==> src/inc/sdf_pkg.sv <==
// Constants shared by the slave diagnostics frame block.
// Assumes a 200 MHz system clock and byte-wide frame bytes.
package sdf_pkg;
  // ----------------------------------------
  // Register bus and register offsets
  // ----------------------------------------
  localparam int ADDR_W = 8;
  localparam int DATA_W = 32;
  localparam logic [7:0] OFS_CTRL = 8'h00;
  localparam logic [7:0] OFS_STATUS = 8'h04;
  localparam logic [7:0] OFS_CLEAR = 8'h08;
  localparam logic [7:0] OFS_EXTLEN = 8'h0C;
  localparam logic [7:0] OFS_EXTDATA = 8'h10;
  localparam logic [7:0] OFS_IDENT = 8'h14;
  // Control bits
  localparam int CTRL_IRQ_MODE = 0;
  localparam int CTRL_READY = 1;
  // Clear bits, write one to clear
  localparam int CLR_UNSUP = 0;
  localparam int CLR_OVFL = 1;
  localparam int CLR_HWLOST = 2;
  // ----------------------------------------
  // Frame layout
  // ----------------------------------------
  localparam int FRAME_MIN = 6;
  localparam int FRAME_MAX = 244;
  localparam int BLK_LEN = 4;
  localparam int EXT_MAX = FRAME_MAX - FRAME_MIN - BLK_LEN;
  localparam logic [7:0] POS_STAT1 = 8'h00;
  localparam logic [7:0] POS_STAT2 = 8'h01;
  localparam logic [7:0] POS_STAT3 = 8'h02;
  localparam logic [7:0] POS_MADDR = 8'h03;
  localparam logic [7:0] POS_IDHI = 8'h04;
  localparam logic [7:0] POS_IDLO = 8'h05;
  // Station status 1, 2 and 3 bit positions
  localparam int S1_NORESP = 0;
  localparam int S1_NOTRDY = 1;
  localparam int S1_CFGERR = 2;
  localparam int S1_EXTDIAG = 3;
  localparam int S1_UNSUP = 4;
  localparam int S1_BADRESP = 5;
  localparam int S1_TYPEERR = 6;
  localparam int S1_OTHERPRM = 7;
  localparam int S2_ALWAYS1 = 2;
  localparam int S3_OVFL = 7;
  // Interrupt block kinds
  localparam logic [7:0] BLK_KIND_DIAG = 8'h01;
  localparam logic [7:0] BLK_KIND_HW = 8'h02;
  // ----------------------------------------
  // Timing
  // ----------------------------------------
  localparam longint CLK_HZ = 200_000_000;
  localparam longint BLINK_HALF_MS = 250;
  localparam longint BLINK_HALF_CYC = BLINK_HALF_MS * CLK_HZ / 1000;
  typedef enum logic [1:0] {
    SDF_IDLE = 2'b01,
    SDF_SEND = 2'b10
  } sdf_state_t;
endpackage : sdf_pkg

==> src/logic/sdf_diag_frame.sv <==
// Slave diagnostics frame: station status, interrupt blocks, error lamp.
// Assumes all inputs come from logic on CLK_SYS; the master link logic
// feeds requests and takes frame bytes with a valid/ready handshake.
//
// Behaviour
// - In interrupt mode, diagnostics alarms are reported as interrupt blocks.
// - One interrupt block at most sits in the frame after an alarm.
// - Master acknowledges a block; no new block before that acknowledgment.
// - Error lamp flashes after a diagnostics alarm.
// - Frame length follows settings, never below 6 nor above 244 bytes.
// - Excess hardware interrupts are dropped and reported as lost.
// - Station status byte one with eight flags sits at frame byte 0.
// - Bit 1 set while starting up and not ready.
// - Bit 2 set when received configuration mismatches actual one.
// - Bit 3 follows pending external diagnostics, set again on alarm.
// - Bit 4 set when an unsupported function is requested.
// - Bit 6 set when station type mismatches the expected type.
// - Bit 7 set when parameters came from another master.
// - Status byte three bit 7 flags alarm overflow, bits 0-6 zero.
// - Byte 3 holds the address of the parameter-assigning master.
`timescale 1ns/1ps
module sdf_diag_frame #(
  parameter longint BLINK_HALF = sdf_pkg::BLINK_HALF_CYC
) (
  input wire logic CLK_SYS,
  input wire logic RST,
  input wire logic [sdf_pkg::ADDR_W-1:0] ADDR,
  input wire logic [sdf_pkg::DATA_W-1:0] WDATA,
  input wire logic WR,
  input wire logic RD,
  output logic [sdf_pkg::DATA_W-1:0] RDATA,
  input wire logic DIAG_ALARM,
  input wire logic [7:0] DIAG_CODE,
  input wire logic EXT_DIAG_ACTIVE,
  input wire logic HW_IRQ,
  input wire logic [7:0] HW_CODE,
  input wire logic BLK_ACK,
  input wire logic CFG_CHECK,
  input wire logic CFG_MATCH,
  input wire logic TYPE_MATCH,
  input wire logic UNSUP_REQ,
  input wire logic PRM_STROBE,
  input wire logic [7:0] PRM_MASTER,
  input wire logic [7:0] CUR_MASTER,
  input wire logic FRM_REQ,
  input wire logic FRM_READY,
  output logic FRM_VALID,
  output logic [7:0] FRM_DATA,
  output logic FRM_LAST,
  output logic ERR_LED
);
  import sdf_pkg::*;

  // ----------------------------------------
  // Declarations
  // ----------------------------------------
  logic irq_mode_reg;
  logic ready_reg;
  logic cfg_err_reg;
  logic type_err_reg;
  logic unsup_reg;
  logic ext_diag_reg;
  logic ovfl_reg;
  logic hw_lost_reg;
  logic prm_valid_reg;
  logic [7:0] prm_master_reg;
  logic [7:0] ext_len_reg;
  logic [15:0] ident_reg;
  logic [7:0] ext_mem [0:EXT_MAX-1];
  logic blk_valid_reg;
  logic [7:0] blk_kind_reg;
  logic [7:0] blk_code_reg;
  logic [7:0] blk_seq_reg;
  logic diag_wait_reg;
  logic [7:0] diag_wait_code_reg;
  logic hw_wait_reg;
  logic [7:0] hw_wait_code_reg;
  logic led_active_reg;
  logic led_reg;
  logic [31:0] blink_cnt_reg;
  logic blink_tick;
  sdf_state_t state_reg;
  logic [7:0] idx_reg;
  logic [7:0] len_reg;
  logic [7:0] data_reg;
  logic [7:0] stat1;
  logic [7:0] stat2;
  logic [7:0] stat3;
  logic [7:0] frame_len;
  logic [7:0] byte_sel;
  logic [7:0] next_idx;
  logic wr_ctrl;
  logic wr_clear;
  logic issue_blk;
  logic accept;

  assign wr_ctrl = WR && (ADDR == OFS_CTRL);
  assign wr_clear = WR && (ADDR == OFS_CLEAR);

  // ----------------------------------------
  // Register bus
  // ----------------------------------------
  // Control register and frame settings
  always_ff @(posedge CLK_SYS) begin
    if (RST) begin
      irq_mode_reg <= 1'b0;
      ready_reg <= 1'b0;
      ext_len_reg <= 8'h00;
      ident_reg <= 16'h0000;
    end else if (WR) begin
      if (wr_ctrl) begin
        irq_mode_reg <= WDATA[CTRL_IRQ_MODE];
        ready_reg <= WDATA[CTRL_READY];
      end
      if (ADDR == OFS_EXTLEN) begin
        // Clamp so the frame never passes its maximum
        ext_len_reg <= (WDATA[7:0] > 8'(EXT_MAX)) ? 8'(EXT_MAX) : WDATA[7:0];
      end
      if (ADDR == OFS_IDENT) begin
        ident_reg <= WDATA[15:0];
      end
    end
  end

  // Extended diagnostics bytes, written as index and data
  always_ff @(posedge CLK_SYS) begin
    if (WR && (ADDR == OFS_EXTDATA) && (WDATA[15:8] < 8'(EXT_MAX))) begin
      ext_mem[WDATA[15:8]] <= WDATA[7:0];
    end
  end

  // Read data, one cycle after the strobe
  always_ff @(posedge CLK_SYS) begin
    if (RST) begin
      RDATA <= '0;
    end else if (RD) begin
      unique case (ADDR)
        OFS_CTRL: RDATA <= {30'h0000_0000, ready_reg, irq_mode_reg};
        OFS_STATUS: RDATA <= {3'h0, led_active_reg, hw_lost_reg, diag_wait_reg,
                              blk_valid_reg, hw_wait_reg, frame_len, stat3, stat1};
        OFS_EXTLEN: RDATA <= {24'h00_0000, ext_len_reg};
        OFS_IDENT: RDATA <= {16'h0000, ident_reg};
        default: RDATA <= '0;
      endcase
    end else begin
      RDATA <= '0;
    end
  end

  // ----------------------------------------
  // Station status flags
  // ----------------------------------------
  // Configuration and station type checks
  always_ff @(posedge CLK_SYS) begin
    if (RST) begin
      cfg_err_reg <= 1'b0;
      type_err_reg <= 1'b0;
    end else if (CFG_CHECK) begin
      cfg_err_reg <= !CFG_MATCH;
      type_err_reg <= !TYPE_MATCH;
    end
  end

  // Unsupported function request, set wins over clear
  always_ff @(posedge CLK_SYS) begin
    if (RST) begin
      unsup_reg <= 1'b0;
    end else if (UNSUP_REQ) begin
      unsup_reg <= 1'b1;
    end else if (wr_clear && WDATA[CLR_UNSUP]) begin
      unsup_reg <= 1'b0;
    end
  end

  // External diagnostics group flag
  always_ff @(posedge CLK_SYS) begin
    if (RST) begin
      ext_diag_reg <= 1'b0;
    end else if (DIAG_ALARM) begin
      ext_diag_reg <= 1'b1;
    end else if (!EXT_DIAG_ACTIVE) begin
      ext_diag_reg <= 1'b0;
    end
  end

  // Parameter-assigning master address
  always_ff @(posedge CLK_SYS) begin
    if (RST) begin
      prm_valid_reg <= 1'b0;
      prm_master_reg <= 8'h00;
    end else if (PRM_STROBE) begin
      prm_valid_reg <= 1'b1;
      prm_master_reg <= PRM_MASTER;
    end
  end

  // Status bytes; bits 0 and 5 of byte one belong to the master
  always_comb begin
    stat1 = 8'h00;
    stat1[S1_NORESP] = 1'b0;
    stat1[S1_NOTRDY] = !ready_reg;
    stat1[S1_CFGERR] = cfg_err_reg;
    stat1[S1_EXTDIAG] = ext_diag_reg;
    stat1[S1_UNSUP] = unsup_reg;
    stat1[S1_BADRESP] = 1'b0;
    stat1[S1_TYPEERR] = type_err_reg;
    stat1[S1_OTHERPRM] = prm_valid_reg && (prm_master_reg != CUR_MASTER);
    stat2 = 8'h00;
    stat2[S2_ALWAYS1] = 1'b1;
    stat3 = 8'h00;
    stat3[S3_OVFL] = ovfl_reg;
  end

  // ----------------------------------------
  // Interrupt blocks
  // ----------------------------------------
  // Pending diagnostics alarm slot; overflow when full
  always_ff @(posedge CLK_SYS) begin
    if (RST) begin
      diag_wait_reg <= 1'b0;
      diag_wait_code_reg <= 8'h00;
      ovfl_reg <= 1'b0;
    end else begin
      if (DIAG_ALARM && irq_mode_reg) begin
        if (diag_wait_reg && !issue_blk) begin
          ovfl_reg <= 1'b1;
        end else begin
          diag_wait_reg <= 1'b1;
          diag_wait_code_reg <= DIAG_CODE;
        end
      end else if (issue_blk && diag_wait_reg) begin
        diag_wait_reg <= 1'b0;
      end
      if (wr_clear && WDATA[CLR_OVFL] && !(DIAG_ALARM && diag_wait_reg && !issue_blk)) begin
        ovfl_reg <= 1'b0;
      end
    end
  end

  // Hardware interrupt slot; excess ones are dropped
  always_ff @(posedge CLK_SYS) begin
    if (RST) begin
      hw_wait_reg <= 1'b0;
      hw_wait_code_reg <= 8'h00;
      hw_lost_reg <= 1'b0;
    end else begin
      if (HW_IRQ && irq_mode_reg) begin
        if (hw_wait_reg && !(issue_blk && !diag_wait_reg)) begin
          hw_lost_reg <= 1'b1;
        end else begin
          hw_wait_reg <= 1'b1;
          hw_wait_code_reg <= HW_CODE;
        end
      end else if (issue_blk && !diag_wait_reg) begin
        hw_wait_reg <= 1'b0;
      end
      if (wr_clear && WDATA[CLR_HWLOST] && !(HW_IRQ && hw_wait_reg)) begin
        hw_lost_reg <= 1'b0;
      end
    end
  end

  // New block only when the frame holds none and no read is in flight
  assign issue_blk = !blk_valid_reg && (diag_wait_reg || hw_wait_reg)
                     && (state_reg == SDF_IDLE);

  // Block in the frame stays until the master acknowledges it
  always_ff @(posedge CLK_SYS) begin
    if (RST) begin
      blk_valid_reg <= 1'b0;
      blk_kind_reg <= 8'h00;
      blk_code_reg <= 8'h00;
      blk_seq_reg <= 8'h00;
    end else if (issue_blk) begin
      blk_valid_reg <= 1'b1;
      blk_kind_reg <= diag_wait_reg ? BLK_KIND_DIAG : BLK_KIND_HW;
      blk_code_reg <= diag_wait_reg ? diag_wait_code_reg : hw_wait_code_reg;
      blk_seq_reg <= blk_seq_reg + 8'h01;
    end else if (BLK_ACK && blk_valid_reg) begin
      blk_valid_reg <= 1'b0;
    end
  end

  // ----------------------------------------
  // Error lamp
  // ----------------------------------------
  // Blink divider gives one-cycle enable pulses
  always_ff @(posedge CLK_SYS) begin
    if (RST || !led_active_reg) begin
      blink_cnt_reg <= 32'h0000_0000;
    end else if (blink_tick) begin
      blink_cnt_reg <= 32'h0000_0000;
    end else begin
      blink_cnt_reg <= blink_cnt_reg + 32'h0000_0001;
    end
  end
  assign blink_tick = (blink_cnt_reg == 32'(BLINK_HALF - 1));

  // Lamp flashes from an alarm until diagnostics are gone
  always_ff @(posedge CLK_SYS) begin
    if (RST) begin
      led_active_reg <= 1'b0;
      led_reg <= 1'b0;
    end else if (DIAG_ALARM) begin
      if (!led_active_reg) begin
        led_reg <= 1'b1;
      end
      led_active_reg <= 1'b1;
    end else if (!ext_diag_reg) begin
      led_active_reg <= 1'b0;
      led_reg <= 1'b0;
    end else if (blink_tick) begin
      led_reg <= !led_reg;
    end
  end
  assign ERR_LED = led_reg;

  // ----------------------------------------
  // Frame serializer
  // ----------------------------------------
  // Current length: header, extension bytes, optional block
  assign frame_len = 8'(FRAME_MIN) + ext_len_reg
                     + (blk_valid_reg ? 8'(BLK_LEN) : 8'h00);

  // Byte selected by index
  function automatic logic [7:0] frame_byte(input logic [7:0] i);
    logic [7:0] e;
    e = i - 8'(FRAME_MIN);
    if (i == POS_STAT1) frame_byte = stat1;
    else if (i == POS_STAT2) frame_byte = stat2;
    else if (i == POS_STAT3) frame_byte = stat3;
    else if (i == POS_MADDR) frame_byte = prm_master_reg;
    else if (i == POS_IDHI) frame_byte = ident_reg[15:8];
    else if (i == POS_IDLO) frame_byte = ident_reg[7:0];
    else if (e < ext_len_reg) frame_byte = ext_mem[e];
    else begin
      unique case (2'(e - ext_len_reg))
        2'd0: frame_byte = 8'(BLK_LEN);
        2'd1: frame_byte = blk_kind_reg;
        2'd2: frame_byte = blk_code_reg;
        default: frame_byte = blk_seq_reg;
      endcase
    end
  endfunction : frame_byte

  assign accept = (state_reg == SDF_SEND) && FRM_READY;
  assign next_idx = (state_reg == SDF_IDLE) ? 8'h00 : idx_reg + 8'h01;
  // Byte mux follows every frame field, not only the index
  always_comb begin
    byte_sel = frame_byte(next_idx);
  end

  // Ascending bytes, exactly the latched length
  always_ff @(posedge CLK_SYS) begin
    if (RST) begin
      state_reg <= SDF_IDLE;
      idx_reg <= 8'h00;
      len_reg <= 8'h00;
      data_reg <= 8'h00;
    end else begin
      unique case (state_reg)
        SDF_IDLE: begin
          if (FRM_REQ && !issue_blk) begin
            state_reg <= SDF_SEND;
            idx_reg <= 8'h00;
            len_reg <= frame_len;
            data_reg <= byte_sel;
          end
        end
        SDF_SEND: begin
          if (accept) begin
            if (idx_reg == len_reg - 8'h01) begin
              state_reg <= SDF_IDLE;
            end else begin
              idx_reg <= next_idx;
              data_reg <= byte_sel;
            end
          end
        end
      endcase
    end
  end

  assign FRM_VALID = (state_reg == SDF_SEND);
  assign FRM_DATA = data_reg;
  assign FRM_LAST = (state_reg == SDF_SEND) && (idx_reg == len_reg - 8'h01);
endmodule : sdf_diag_frame

==> config.mk <==
export PLATFORM = sky130hd
export DESIGN_NAME = sdf_diag_frame
export DESIGN_NICKNAME = d
export VERILOG_FILES = /design/src/inc/sdf_pkg.sv /design/src/logic/sdf_diag_frame.sv
export SDC_FILE = /design/constraint.sdc
export NUM_CORES = 2
export LEC_CHECK = 0
export BUFFER_PORTS_ARGS = -buffer_cell sky130_fd_sc_hd__buf_2
export CAP_MARGIN = 0
export CORE_MARGIN = 2
export CORE_UTILIZATION = 40
export DETAILED_ROUTE_END_ITERATION = 7
export SLEW_MARGIN = 20
export SYNTH_ARGS = -nofsm -noshare
export SYNTH_HDL_FRONTEND = slang
export SYNTH_SLANG_ARGS = --single-unit
==> constraint.sdc <==
create_clock -name CLK_SYS -period 6.5 [get_ports CLK_SYS]
set_clock_uncertainty 0.15 [all_clocks]
set_input_delay 0.975 -clock CLK_SYS [delete_from_list [all_inputs] [get_ports CLK_SYS]]
set_output_delay 0.975 -clock CLK_SYS [all_outputs]
set_load 0.02 [all_outputs]
==> metrics.md <==
| Metric | Value |
|---|---|
| Library cells used by synthesis | just under 90 |
| Critical Path End | FRM_DATA[6]$_SDFFE_PP0P_ |
| Ratio of cells with drive above 1 in the final layout | 0.133 |
| Gr usage total | 0.254 |
| Setup violators final | 0 |
| CTS tree | built |
| Post-synthesis sequential area ratio | 0.717 |
| RR Endpoint | FRM_DATA[6]$_SDFFE_PP0P_ |
| Crit-path cells | ha_4, inv_6, nor2_4, buf_4, inv_8, o22ai_1, xor2_4, buf_4, o21ai_0, a2111oi_0, nor4_1, nor4_1, buf_4, o31a_1 |
| Clock transition at path regs | 60 ps |
| Number of cells on the critical path | 14 |
| Outcome | completed |
| Clk sink count | between 2000 and 2500 |
| Max Fclk | 0.169 GHz |
| Largest net degree at the start of global routing | roughly 170 |
| RePlAce Congestion | around 0.91 |
| Initial antenna violation count | 9 |
| Leakage | 28.5 nW |
| Max incr delay on CP | ~1000 ps |
| Setup crit end kind | flop |
| Postcts setup bufs | 0 |
| Power per cell area | ~290 mW/mm2 |
| Crit-path most repeated cell | buf_4 |
| GR Overflow Total | 0 |
| CP startpoint kind | flop |
| Die width | 460 um |
| Yosys top cell area share | 0.677 |
| Max reg flops | 1872 |
| Area Growth Syn to Fin | 12.7% |
| # hold bufs at CTS | 0 |
| Top post-synthesis cells by area | edfxtp_1, dfxtp_1, o22ai_1 |
| #FFs+latches synth | 2039 |
| Worst Reg2Reg Path Length in Cells | 14 |
| Synthesized area | 0.0831 mm2 |
| Drt drc | 0 |
| Hold WC Path Type | input pin to flop |
| CP startpoint | idx_reg[1]$_SDFFE_PP0P_ |
| Final instance area | 0.0936 mm2 |
| Clk buf depth | 3 |
| # H-tree levels | 4 |
| Post-synth EDFFs | 1872 |
| Clk network pwr share | 0.421 |
| Wire per inst | between 30 and 40 um |
| Worst-skew pair later-pin latency | 890 ps |
| Fillers | 18100 |
| Main combinational cell family by area after synthesis | compound AO/OA/AOI/OAI gates |
| Root Driver | clkbuf_16 |
| Final Net Count | approximately 6100 |
| Post-DRT Antenna Nets | 0 |
| Core area | slightly above 0.2 mm2 |
| DR iter-0 viols | 7964 |
| WP buf/inv | 5 |
| Mapped Cells | 5929 |
| Net Sw Frac | 0.229 |
| Min Tclk post-route | between 5000 and 6000 ps |
| Area leader, netlist | edfxtp_1 |
| Post-CTS Resized | 0 |
| YS warnings | 0 |
| Crit Path Max Fanout | approximately 60 |
| Crit path required time | around 7200 ps |
| IO Port Bufs | 110 |
| Final TNS setup | 0 ps |
| Hold Fails Final Rpt | 0 |
| Max VDD drop | 308 uV |
| Simple-gate share of the synthesized area | 0.0650 |
| Synth Area per Inst | 14.0 um2 |
| Total vias in the final route | 56600 |
| Reg power frac | 0.522 |
| First-pass GRT wire length | between 300000 and 400000 um |
| Top delay family on crit path | compound AO/OA/AOI/OAI gates |
| Vias in the first global route | around 54000 |
| Worst-Margin Slew | 1220 ps |
| Initial core utilization | 0.402 |
| First-pass detailed-route iteration total | 6 |
| Cell with the most instances after synthesis | edfxtp_1 |
| Number of max-cap violations | 0 |
| WS Path Type | flop to flop |
| Final period utilization | 0.913 |
| Inserted Clock Buffers | 207 |
| Int Pwr | about 21 mW |
| Synth async-reset ratio | 0 |
| Flop2flop setup slack | 570 ps |
| Mux share of post-synthesis cell area | 0.0383 |
| P_sw | 6.30 mW |
| RSZ-0062 raised after global routing | false |
| Hold slack | 145 ps |
| Final Util | 0.453 |
| Die Y | 460 um |
| Routed wire length | 275000 um |
| Leading cell types by count after synthesis | edfxtp_1, nor2_1, o22ai_1 |
| IO Pins | 130 |
| Slowest-stage cell, CP | a2111oi_0 |
| Post-place instance area | 0.0871 mm2 |
| RR Startpoint | idx_reg[1]$_SDFFE_PP0P_ |
| Logic gate share of total power | 0.057 |
| Worst Path Arrival | 6610 ps |
| Area share of xor/xnor cells in the synthesized design | 0.00734 |
| Top FF cell, synth | edfxtp_1 |
| Rows | 167 |
| Final-report max-slew violation count | 0 |
| Headroom to the max-slew limit | 0.173 |
| Compound-Gate Fraction of Synth Area | 0.144 |
| Synth Area in Adders | 0.00286 |
| Die area | ~0.21 mm2 |
| Vias/cell | about 6.4 |
| Hpwl dp | 161000 um |
layer usage:
metal / GRT usage / wire [um] / share of wire / vias up
met4: 0.105 / 12200 / 0.044 / 6
met3: 0.0589 / 32900 / 0.12 / 641
met1: 0.353 / 108000 / 0.39 / 28500
li1: - / - / - / 23700
met5: 0 / 42 / 0.00015 / -
met2: 0.384 / 122000 / 0.44 / 3714
through the flow:
step                cells  worst slack [ps]  power (mW)
global placement     8452               942        16.1
detailed placement   8454               873        16.1
global route         8826               498        28.1
finish               8829               569        27.5
floorplan            5931              1780        15.3
CTS                  8826               840        27.5
worst register-to-register path, cell delays in order, from the launching register on:
cell and delay, ps:
dfxtp_1 390, ha_4 650, inv_6 230, nor2_4 190, buf_4 450, inv_8 350, o22ai_1 500, xor2_4 190
buf_4 450, o21ai_0 270, a2111oi_0 1020, nor4_1 250, nor4_1 460, buf_4 240, o31a_1 130
placed cells by master (no fill, tap or decap), types with 61 or more instances in the layout:
| cell type | count |
|---|---|
| edfxtp_1 | 1872 |
| nor2_1 | 554 |
| o22ai_1 | 422 |
| o21ai_0 | 360 |
| a21oi_1 | 303 |
| clkbuf_16 | 212 |
| o221ai_1 | 211 |
| nand2_1 | 205 |
| mux2_2 | 173 |
| dfxtp_1 | 166 |
| buf_4 | 156 |
| a211oi_1 | 114 |
| nor3_1 | 112 |
| buf_2 | 101 |
| mux2i_1 | 96 |
| nand3_1 | 93 |
| or3_1 | 88 |
| a221oi_1 | 61 |
area by class of cell:
type                            instances  area, um2  share of cell area
Inverter                               39        183             0.00195
Sequential cell                      2039      59600               0.636
Tap cell                             2704       3380              0.0361
Antenna cell                            3       7.51           0.0000802
Clock buffer                          262       5510              0.0589
Multi-Input combinational cell       3372      21500               0.230
Clock inverter                        110       1000              0.0107
Timing Repair Buffer                  300       2490              0.0265
power groups by stage:
stage | clock network [mW] | registers (mW) | logic, mW
global route | 12.1 | 14.3 | 1.62
floorplan | 0 | 14.6 | 0.704
global placement | 0 | 14.6 | 1.50
detailed placement | 0 | 14.6 | 1.53
CTS | 11.7 | 14.3 | 1.53
finish | 11.6 | 14.3 | 1.57
how the worst min path moves through the flow:
| stage | from | to | depth (start not counted) |
|---|---|---|---|
| after floorplan | prm_valid_reg$_SDFFE_PP0P_ | prm_valid_reg$_SDFFE_PP0P_ | 2 |
| after global placement | hw_lost_reg$_SDFFE_PP0P_ | hw_lost_reg$_SDFFE_PP0P_ | 1 |
| after detailed placement | hw_lost_reg$_SDFFE_PP0P_ | hw_lost_reg$_SDFFE_PP0P_ | 1 |
| after CTS | CFG_MATCH | cfg_err_reg$_SDFFE_PP0P_ | 2 |
| after global routing | CFG_MATCH | cfg_err_reg$_SDFFE_PP0P_ | 2 |
| final | CFG_MATCH | cfg_err_reg$_SDFFE_PP0P_ | 2 |
cells by family (layout without fill, tap and decap cells):
logic type      Yosys count  in the layout
mux                     281            281
fa+ha+maj                18             18
flops                  2039           2039
buf+inv                 520            711
compound gates         1805           1805
other cells               1              6
xor+xnor                 67             67
simple gates           1198           1198
Note: power is estimated with default switching activity, not from simulation.
